$ cat config.mk
export PLATFORM = sky130hd
export DESIGN_NAME = rrc_remap_ctl
export DESIGN_NICKNAME = d
export VERILOG_FILES = /design/src/rrc_pkg.sv /design/src/rrc_remap_ctl.sv
export SDC_FILE = /design/constraint.sdc
export NUM_CORES = 1
export LEC_CHECK = 0
export BUFFER_PORTS_ARGS = -buffer_cell sky130_fd_sc_hd__buf_2
export CORE_UTILIZATION = 53
export DETAILED_ROUTE_END_ITERATION = 6
export HOLD_SLACK_MARGIN = 0.1
export PLACE_DENSITY_LB_ADDON = 0.05
export SYNTH_ARGS = -nofsm -noshare
export SYNTH_HDL_FRONTEND = slang
export SYNTH_SLANG_ARGS = --single-unit
$ cat constraint.sdc
create_clock -name pclk -period 2.56 [get_ports pclk]
set_input_delay 0 -clock pclk [delete_from_list [all_inputs] [get_ports pclk]]
set_output_delay 0 -clock pclk [all_outputs]
set_load 0.005 [all_outputs]
$ cat src/rrc_pkg.sv
// Function
// - Root base bits 63:12 hold page-aligned table.
// - Root base bits from host width upward ignored.
// - Root base reads return last written value.
// - Set-root clears status, sets it when adopted.
// - Upper-byte write with bit 63 starts invalidation.
// - Completion clears invalidate bit, reports actual granularity.
// - Flush write buffers before context invalidation when flag set.
// - Requested granularity: reserved, global, domain, device.
// - Hardware may invalidate coarser than requested.
// - Actual granularity reported in bits 60:59.
// - Device-selective reported only for device requests.
// - Function mask hides high function bits.
// - Function mask and source read undefined.
// - Domain bits beyond supported width ignored.
// - Address and command registers adjacent, 8 apart.
// - Extended capability advertises address register offset.
package rrc_pkg;
  localparam int ADDR_W = 12;
  localparam logic [11:0] CAP_LO = 12'h008;
  localparam logic [11:0] CAP_HI = 12'h00c;
  localparam logic [11:0] ECAP_LO = 12'h010;
  localparam logic [11:0] ECAP_HI = 12'h014;
  localparam logic [11:0] CTRL = 12'h018;
  localparam logic [11:0] ROOT_LO = 12'h020;
  localparam logic [11:0] ROOT_HI = 12'h024;
  localparam logic [11:0] CCMD_LO = 12'h028;
  localparam logic [11:0] CCMD_HI = 12'h02c;
  localparam logic [11:0] IVA_LO = 12'h100;
  localparam logic [11:0] IVA_HI = 12'h104;
  localparam logic [11:0] TLB_LO = IVA_LO + 12'h008;
  localparam logic [11:0] TLB_HI = IVA_LO + 12'h00c;
  localparam int ADDR_OFS_POS = 8;
  localparam int FLUSH_REQ_POS = 4;
  localparam int SET_ROOT_POS = 0;
  localparam int RPS_POS = 1;
  localparam logic [63:0] ROOT_PAGE_MASK = 64'hffff_ffff_ffff_f000;
  localparam logic [1:0] GRAN_RSVD = 2'h0;
  localparam logic [1:0] GRAN_GLOBAL = 2'h1;
  localparam logic [1:0] GRAN_DOMAIN = 2'h2;
  localparam logic [1:0] GRAN_DEVICE = 2'h3;
  localparam logic [2:0] TLB_GRAN_GLOBAL = 3'h1;
  localparam logic [31:0] TLB_HI_MASK = 32'hf000_ffff;
  localparam logic [63:0] ROOT_RESET = 64'h0;

  typedef enum logic [1:0] {CTX_IDLE, CTX_FLUSH, CTX_INV} rrc_ctx_e;

  typedef struct packed {
    logic [1:0] gran;
    logic [15:0] dom_id;
    logic [15:0] src_id;
    logic [2:0] func_care;
  } rrc_ctx_inv_s;

  function automatic logic [31:0] rrc_merge(input logic [31:0] old, input logic [31:0] wd,
                                            input logic [3:0] strb);
    logic [31:0] res;
    res = old;
    for (int i = 0; i < 4; i++) begin
      if (strb[i]) begin
        res[i*8 +: 8] = wd[i*8 +: 8];
      end
    end
    return res;
  endfunction : rrc_merge
endpackage : rrc_pkg

$ cat src/rrc_remap_ctl.sv
`timescale 1ns/1ps
module rrc_remap_ctl
  import rrc_pkg::*;
#(
  parameter int HOST_ADDR_W = 39,
  parameter int DOM_ID_W = 8,
  parameter bit FLUSH_REQ = 1'b1,
  parameter bit DEV_SEL_OK = 1'b1
) (
  input wire logic pclk,
  input wire logic presetn,
  input wire logic psel,
  input wire logic penable,
  input wire logic pwrite,
  input wire logic [ADDR_W-1:0] paddr,
  input wire logic [31:0] pwdata,
  input wire logic [3:0] pstrb,
  output logic [31:0] prdata,
  output logic pready,
  output logic pslverr,
  output logic [63:0] active_root,
  output logic wbf_req,
  input wire logic wbf_done,
  output logic ctx_inv_req,
  output rrc_ctx_inv_s ctx_inv,
  input wire logic ctx_inv_done,
  output logic tlb_inv_req,
  output logic [63:0] tlb_addr,
  input wire logic tlb_inv_done
);
  if (HOST_ADDR_W < 13 || HOST_ADDR_W > 64 || DOM_ID_W < 1 || DOM_ID_W > 16) begin : g_bad_cfg
    $error("rrc_remap_ctl: unsupported address or domain width");
  end

  localparam logic [63:0] ROOT_MASK = ((64'h1 << HOST_ADDR_W) - 64'h1) & ROOT_PAGE_MASK;
  localparam logic [15:0] DOM_ID_MASK = 16'((32'h1 << DOM_ID_W) - 32'h1);
  localparam logic [9:0] ADDR_OFS_VAL = 10'(IVA_LO >> 4);

  logic pready_r, pslverr_r;
  logic [31:0] prdata_r;
  logic [31:0] root_lo_r, root_hi_r;
  logic [63:0] active_root_r;
  logic set_root_pend_r, rps_r;
  logic ctx_busy_r;
  logic [1:0] req_gran_r, act_gran_r;
  logic [15:0] dom_id_r, src_id_r;
  logic [1:0] func_mask_r;
  rrc_ctx_e ctx_st_r;
  logic wbf_req_r, ctx_req_r;
  rrc_ctx_inv_s ctx_inv_r;
  logic [31:0] iva_lo_r, iva_hi_r, tlb_hi_r;
  logic tlb_req_r;

  logic access, wr, rd_phase, hit;
  logic [31:0] rd_val;
  logic ccmd_start, tlb_start;
  logic [1:0] gran_done;

  // The answer is registered, so every access takes one wait state.
  assign access = psel & penable & pready_r;
  assign wr = access & pwrite;
  assign rd_phase = psel & penable & ~pready_r;
  assign ccmd_start = wr && paddr == CCMD_HI && pstrb[3] && pwdata[31] && !ctx_busy_r;
  assign tlb_start = wr && paddr == TLB_HI && pstrb[3] && pwdata[31] && !tlb_hi_r[31];

  // Coarsening: device scope falls back to domain when unsupported, reserved to global.
  always_comb begin
    unique case (req_gran_r)
      GRAN_DEVICE: gran_done = DEV_SEL_OK ? GRAN_DEVICE : GRAN_DOMAIN;
      GRAN_DOMAIN: gran_done = GRAN_DOMAIN;
      GRAN_GLOBAL: gran_done = GRAN_GLOBAL;
      GRAN_RSVD: gran_done = GRAN_GLOBAL;
    endcase
  end

  always_comb begin
    hit = 1'b1;
    rd_val = 32'h0;
    unique case (paddr)
      CAP_LO: rd_val = 32'(FLUSH_REQ) << FLUSH_REQ_POS;
      CAP_HI: rd_val = 32'h0;
      ECAP_LO: rd_val = 32'(ADDR_OFS_VAL) << ADDR_OFS_POS;
      ECAP_HI: rd_val = 32'h0;
      CTRL: rd_val = 32'(rps_r) << RPS_POS;
      ROOT_LO: rd_val = root_lo_r;
      ROOT_HI: rd_val = root_hi_r;
      CCMD_LO: rd_val = {16'h0, dom_id_r};
      CCMD_HI: rd_val = {ctx_busy_r, req_gran_r, act_gran_r, 27'h0};
      IVA_LO: rd_val = 32'h0;
      IVA_HI: rd_val = 32'h0;
      TLB_LO: rd_val = 32'h0;
      TLB_HI: rd_val = tlb_hi_r;
      default: hit = 1'b0;
    endcase
  end

  always_ff @(posedge pclk or negedge presetn) begin
    if (!presetn) begin
      pready_r <= 1'b0;
      pslverr_r <= 1'b0;
      prdata_r <= 32'h0;
    end else begin
      pready_r <= rd_phase;
      pslverr_r <= rd_phase & ~hit;
      prdata_r <= (rd_phase && !pwrite) ? rd_val : 32'h0;
    end
  end

  always_ff @(posedge pclk or negedge presetn) begin
    if (!presetn) begin
      root_lo_r <= ROOT_RESET[31:0];
      root_hi_r <= ROOT_RESET[63:32];
    end else if (wr && paddr == ROOT_LO) begin
      root_lo_r <= rrc_merge(root_lo_r, pwdata, pstrb) & ROOT_MASK[31:0];
    end else if (wr && paddr == ROOT_HI) begin
      root_hi_r <= rrc_merge(root_hi_r, pwdata, pstrb) & ROOT_MASK[63:32];
    end
  end

  // Adoption takes one cycle so status is seen low before the new pointer is live.
  always_ff @(posedge pclk or negedge presetn) begin
    if (!presetn) begin
      set_root_pend_r <= 1'b0;
      rps_r <= 1'b0;
      active_root_r <= ROOT_RESET;
    end else if (wr && paddr == CTRL && pstrb[0] && pwdata[SET_ROOT_POS]) begin
      set_root_pend_r <= 1'b1;
      rps_r <= 1'b0;
    end else if (set_root_pend_r) begin
      set_root_pend_r <= 1'b0;
      active_root_r <= {root_hi_r, root_lo_r};
      rps_r <= 1'b1;
    end
  end

  // Writes while an invalidation runs are dropped, since software must not make them.
  always_ff @(posedge pclk or negedge presetn) begin
    if (!presetn) begin
      dom_id_r <= 16'h0;
      src_id_r <= 16'h0;
      func_mask_r <= 2'h0;
      req_gran_r <= GRAN_RSVD;
    end else if (wr && !ctx_busy_r) begin
      if (paddr == CCMD_LO) begin
        {src_id_r, dom_id_r} <= rrc_merge({src_id_r, dom_id_r}, pwdata, pstrb)
          & {16'hffff, DOM_ID_MASK};
      end else if (paddr == CCMD_HI) begin
        if (pstrb[0]) begin
          func_mask_r <= pwdata[1:0];
        end
        if (pstrb[3]) begin
          req_gran_r <= pwdata[30:29];
        end
      end
    end
  end

  always_ff @(posedge pclk or negedge presetn) begin
    if (!presetn) begin
      ctx_st_r <= CTX_IDLE;
      ctx_busy_r <= 1'b0;
      act_gran_r <= GRAN_RSVD;
      wbf_req_r <= 1'b0;
      ctx_req_r <= 1'b0;
      ctx_inv_r <= '0;
    end else begin
      wbf_req_r <= 1'b0;
      ctx_req_r <= 1'b0;
      unique case (ctx_st_r)
        CTX_IDLE: begin
          if (ccmd_start) begin
            // One cycle always passes first, so the command latched with the start is sent.
            ctx_busy_r <= 1'b1;
            wbf_req_r <= FLUSH_REQ;
            ctx_st_r <= CTX_FLUSH;
          end
        end
        CTX_FLUSH: begin
          if (wbf_done || !FLUSH_REQ) begin
            ctx_req_r <= 1'b1;
            ctx_st_r <= CTX_INV;
          end
        end
        CTX_INV: begin
          if (ctx_inv_done) begin
            ctx_busy_r <= 1'b0;
            act_gran_r <= gran_done;
            ctx_st_r <= CTX_IDLE;
          end
        end
      endcase
      if (ctx_st_r != CTX_INV) begin
        ctx_inv_r.gran <= gran_done;
        ctx_inv_r.dom_id <= dom_id_r;
        ctx_inv_r.src_id <= src_id_r;
        ctx_inv_r.func_care <= 3'h7 >> func_mask_r;
      end
    end
  end

  always_ff @(posedge pclk or negedge presetn) begin
    if (!presetn) begin
      iva_lo_r <= 32'h0;
      iva_hi_r <= 32'h0;
      tlb_hi_r <= 32'h0;
      tlb_req_r <= 1'b0;
    end else begin
      tlb_req_r <= tlb_start;
      if (wr && paddr == IVA_LO && !tlb_hi_r[31]) begin
        iva_lo_r <= rrc_merge(iva_lo_r, pwdata, pstrb);
      end
      if (wr && paddr == IVA_HI && !tlb_hi_r[31]) begin
        iva_hi_r <= rrc_merge(iva_hi_r, pwdata, pstrb);
      end
      if (wr && paddr == TLB_HI && !tlb_hi_r[31]) begin
        tlb_hi_r <= rrc_merge(tlb_hi_r, pwdata, pstrb) & TLB_HI_MASK;
      end else if (tlb_hi_r[31] && tlb_inv_done) begin
        tlb_hi_r[31] <= 1'b0;
        tlb_hi_r[27:25] <= TLB_GRAN_GLOBAL;
      end
    end
  end

  assign prdata = prdata_r;
  assign pready = pready_r;
  assign pslverr = pslverr_r;
  assign active_root = active_root_r;
  assign wbf_req = wbf_req_r;
  assign ctx_inv_req = ctx_req_r;
  assign ctx_inv = ctx_inv_r;
  assign tlb_inv_req = tlb_req_r;
  assign tlb_addr = {iva_hi_r, iva_lo_r};
endmodule : rrc_remap_ctl

# Word level (Yosys, flattened, before mapping)
# Index checks and enable logic that the tools add are counted.
dict set report totals {
  output_inout_bits 202
  inputBits 56
  word_cells 151
  ff_bits 242
}
dict set report classes {
  n_bitwise 10
  n_reduce_logical 56
  muxes 23
  eq_ne 23
  shift 1
}
# cell count
set op_table {}
lappend op_table {{case mux 32 bit (8 select lines)} 1}
lappend op_table {{== test 12 x 6 -> 1 bit, second input constant} 4}
lappend op_table {{== test 12 x 9 -> 1 bit, second input constant} 4}
lappend op_table {{== test 12 x 5 -> 1 bit, second input constant} 3}
lappend op_table {{AND reduction 2 bit} 17}
lappend op_table {{2-to-1 mux 32 bit} 1}
lappend op_table {{== test 12 x 4 -> 1 bit, second input constant} 2}
lappend op_table {{logical AND 1 bit} 21}
lappend op_table {{AND reduction 3 bit} 6}
lappend op_table {{OR reduction 13 bit} 1}
lappend op_table {{2-to-1 mux 1 bit} 12}
lappend op_table {{case mux 2 bit (3 select lines)} 2}
lappend op_table {{!= test 2 bit, second input constant} 5}
lappend op_table {{2-to-1 mux 8 bit} 1}
lappend op_table {{AND reduction 4 bit} 2}
lappend op_table {{== test 2 bit, second input constant} 3}
lappend op_table {{2-to-1 mux 2 bit} 3}
lappend op_table {{2-to-1 mux 3 bit} 2}
lappend op_table {{nonzero test 2 bit} 3}
lappend op_table {{bitwise AND 1 bit} 5}
lappend op_table {{NOT 1 bit} 5}
lappend op_table {{== test 2 x 1 -> 1 bit, second input constant} 2}
lappend op_table {{zero test 2 bit} 2}
lappend op_table {{zero test 1 bit} 3}
lappend op_table {{3 further kinds} 3}

# Longest topological paths before layout
dict set report depth {
  ltp_word 9
  ltp_mapped 8
  depth_no_buf 5
}

# Worst setup path after synthesis
# OpenSTA, ideal clock, no wires.
dict set report synth_timing {
  path_kind {register to register}
  startpoint {reg pready_r, in the netlist pready}
  endpoint {reg tlb_hi_r[10]}
  n_path_buf 2
  t_required_ns 2.435
  arrival_ns 1.716
  period_less_slack_ns 1.841
  stages_incl_launch_ff 8
  setup_time_ns 0.125
  setup_slack_ns 0.719
  cell_sequence {dfrtp_1 nand4_1 nor2_1 and4_1 buf_4 and3_1 buf_2 mux2_2}
}
dict set report synth_via {
  elab_chain_len 5
}
# element line
set synth_rtl {}
lappend synth_rtl {{start: declaration} rrc_remap_ctl.sv:39} ;# logic pready_r, pslverr_r;
lappend synth_rtl {{start signal: assignment} rrc_remap_ctl.sv:103} ;# pready_r <= rd_phase;
lappend synth_rtl {{bitwise AND 1 bit} rrc_remap_ctl.sv:60} ;# assign access = psel & penable & pready_r;
lappend synth_rtl {{bitwise AND 1 bit} rrc_remap_ctl.sv:61} ;# assign wr = access & pwrite;
lappend synth_rtl {{logical AND 1 bit (2 in a row)} rrc_remap_ctl.sv:215} ;# if (wr && paddr == TLB_HI && !tlb_hi_r[31]) begin
lappend synth_rtl {{AND reduction 2 bit (no line)} --}
lappend synth_rtl {{end signal: assignment} rrc_remap_ctl.sv:216} ;# tlb_hi_r <= rrc_merge(tlb_hi_r, pwdata, pstrb) & TLB_HI_MASK;
lappend synth_rtl {{end: declaration} rrc_remap_ctl.sv:51} ;# logic [31:0] iva_lo_r, iva_hi_r, tlb_hi_r;
# Every way passes these cells.
# A chain may end at the register's enable or synchronous reset.

# Worst setup path after layout
dict set report layout_timing {
  startpoint {reg pready_r, in the netlist pready}
  endpoint {reg tlb_hi_r[9]}
}
# The elaborated chain is that of the path after synthesis.

==> results.cfg <==
[run_status]
status = finished clean

[power]
seqPwrFrac = 0.473
powerDensity_nw_per_um2 = 658
power_mw = 8.17
power.share.switching = 0.223
p_clk_frac = 0.450
p_leak_nw = 6.81
intPower_mw = 6.34
ir_drop_mv = 0.532
p_sw_mw = 1.82
comb_power_share = 0.077

[cts]
cts_setup_buffers = 0
cts.clk_slew.worst_paths_ns = 0.06
cts.repair.resized = 0
cts_buffers = 25
clock_path_buffers = 3
cts_tree = done
htree_levels = 1
clockRootBuffer = clkbuf_16
clk_latency_ns = 0.52
cts.sinks = 240

[critical_path]
worst_setup_path_start_kind = flip-flop
crit_slowest_cell = and4_1
cp_cell_sequence = nand4_1, nor2_1, and4_1, and3_1, mux2_2
path_max_fanout = 10
crit_type = reg -> reg
critPathMaxStageDelay_ns = 0.56
critPathArrivalTime_ns = 2.76
worstPathRequired_ns = 2.94
crit_path_end_kind = flip-flop

[cells_and_area]
area_delta_synth_final_pct = 27.6
drive_gt1_frac = 0.482
antenna_cells = 0
nets = 1032

[placement]
dp_hpwl_um = 16200
gp_congestion = 0.817
port_buffers = 212

[synth]
async_flop_share = 1.00
synth_top_family_by_area = multiplexers
synth_seq_cells = 240
ys_types = 43
ys.warnings.count = 0
synth_ff_type = dfrtp_1
synth-edff-count = 0
syn_avg_cell_area_um2 = 14.3
yosysSeqAreaShare = 0.618
synth-compound-area-share = 0.0295
syn_inst = 680
synthXorXnorAreaFrac = 0.000901
synthAdderAreaFrac = 0.00515
synthSimpleGateAreaFrac = 0.0710
syn_area_um2 = 9720
synthMuxAreaShare = 0.226

[timing]
setup_tns_ns = 0
hold_viol_final = 0
finalClockSkew_ns = 0.0221
tightestPinTransition_ns = 0.780
max_freq_mhz = 421
setup_viol = 0
grt_setup_unrepaired = false
min_period_ns = 2.38
maxSlewViolCount = 0
fin_crit_sh = 0.928
max_slew_margin = 0.480

[die]
die_area_um2 = 18900
die_w_um = 137
start_util = 0.541
num_io_pins = 258
die_h_um = 137
row_count = 49
core_um2 = 18000

[detailed_routing]
firstDrtPassIters = 4
ant_nets = 0
wl_per_cell_um = 19.3
via_per_inst = 5.33
first_iter_violations = 278
drcViolationCount = 0
vias = 6492
drt-total-wl_um = 23600

[global_routing]
antenna_found_initial = 0
grt_start_max_net_pins = 103
grt_usage = 0.255
grt_pass1_vias = 6869
grt_overflow = 0
grt_pass1_wl_um = 36500

[hold_path]
hp-class = in -> reg

[flow_run]
max_cap_viol_count = 0
[worst paths after layout]
kind | start | end | slack, ns | depth (start not counted)
setup / recovery | pready | tlb_hi_r[9] | 0.18 | 5
hold / removal | paddr[3] | pslverr | 0.13 | 5
setup reg to reg | pready | tlb_hi_r[9] | 0.18 | 5
hold reg to reg | ctx_inv[2] | ctx_inv[2] | 0.48 | 2
max in group asynchronous | presetn | active_root[34] | 1.61 | 3
min in group asynchronous | presetn | prdata[8] | 0.14 | 2
[area by class of cell]
cell class | count | area [um^2]
inverters | 7 | 26.3
fillers | 1296 | 5560
repair buffers | 289 | 1830
well taps | 229 | 287
clock buffers | 37 | 721
clock inverters | 8 | 118
multi-input cells | 409 | 3420
flip-flops and latches | 240 | 6010
[flip-flops by register name, indices dropped and copies added (netlist names), 7 cells and up]
name and flops:
active_root 27, prdata 32, tlb_hi_r 21, iva_lo_r 32, iva_hi_r 32, ctx_inv 29, root_hi_r 7, dom_id_r 8
root_lo_r 20, src_id_r 16
[power by group through the flow]
stage          logic (mW)  registers, mW  clock network, mW
2_1_floorplan       0.324           3.93                  0
3_3_place_gp        0.543           3.93                  0
3_5_place_dp        0.567           3.94                  0
4_1_cts             0.635           3.87               3.75
5_1_grt             0.698           3.87               3.91
6_report            0.628           3.87               3.67
[timing repair]
item	in CTS	in global routing
hold endpoints to repair	316	0
endpoints found under the setup margin	0	0
hold buffers	59	0
[logic make-up (layout without fill, tap and decap cells)]
family	count (synthesis)	after routing
mux	195	195
other cells	1	45
flops	240	240
xor+xnor	1	1
buf+inv	75	341
simple gates	121	121
fa+ha+maj	4	4
compound gates	43	43
[metal layers]
metal,part of all wire,track usage,vias to the layer above
met5,0,0,-
met4,0.026,0.0922,0
met3,0.071,0.0530,44
met2,0.49,0.435,233
met1,0.41,0.319,3306
li1,-,-,2909
[worst max-delay path, delay by kind of cell, from the launching register on]
family | cells | cell delay (ns)
and+or+nand+nor | 4 | 1.43
DFF | 1 | 0.42
muxes | 1 | 0.39
[placed cells by master (no fill, tap or decap), types with 9 or more instances in the layout]
cell	synthesis	routed
buf_2	7	211
and3_1	19	19
nor2_1	39	38
conb_1	1	45
a21oi_1	13	13
clkbuf_16	0	25
mux2_2	193	193
dlygate4sd3_1	0	59
nand3_1	9	9
dfrtp_1	240	240
buf_4	47	15
nand2_1	12	12
a22oi_1	16	16
[stage by stage]
step           setup WS (ns)  instance area (um^2)  std cells   util  hold slack, ns
3_3_place_gp           0.302                 11000       1115  0.611          0.0840
2_1_floorplan          0.719                  9890        724      -          -0.296
4_1_cts                0.184                 12400       1219  0.691           0.112
6_report               0.185                 12400       1219  0.691           0.127
5_1_grt              0.00372                 12400       1219  0.691           0.169
3_5_place_dp           0.192                 11000       1115  0.611           0.104
[cell usage after synthesis, types with 2 or more instances]
library cell  number  area share
nor3_1             6      0.0031
a21oi_1           13      0.0067
nand2_1           12      0.0046
buf_6              2      0.0023
buf_2              7      0.0036
a22oi_1           16       0.012
nor4_2             2      0.0026
nand3_2            7      0.0072
nand4_1            3      0.0019
mux2_2           193        0.22
and4_1             4      0.0036
dfrtp_1          240        0.62
clkbuf_1           9      0.0035
nor4_1             2      0.0013
ha_1               4      0.0051
inv_1              7      0.0027
o21ai_0            5      0.0026
nor2_1            39       0.015
nand3_1            9      0.0046
nor3b_1            2      0.0015
nand2b_1           3      0.0019
and2_1             3      0.0019
buf_4             47       0.036
clkbuf_2           2      0.0010
and3_1            19       0.012
a32oi_1            2      0.0018
mux2i_1            2      0.0021
nor2b_1            5      0.0032
Note: power is estimated with default switching activity, not from simulation.
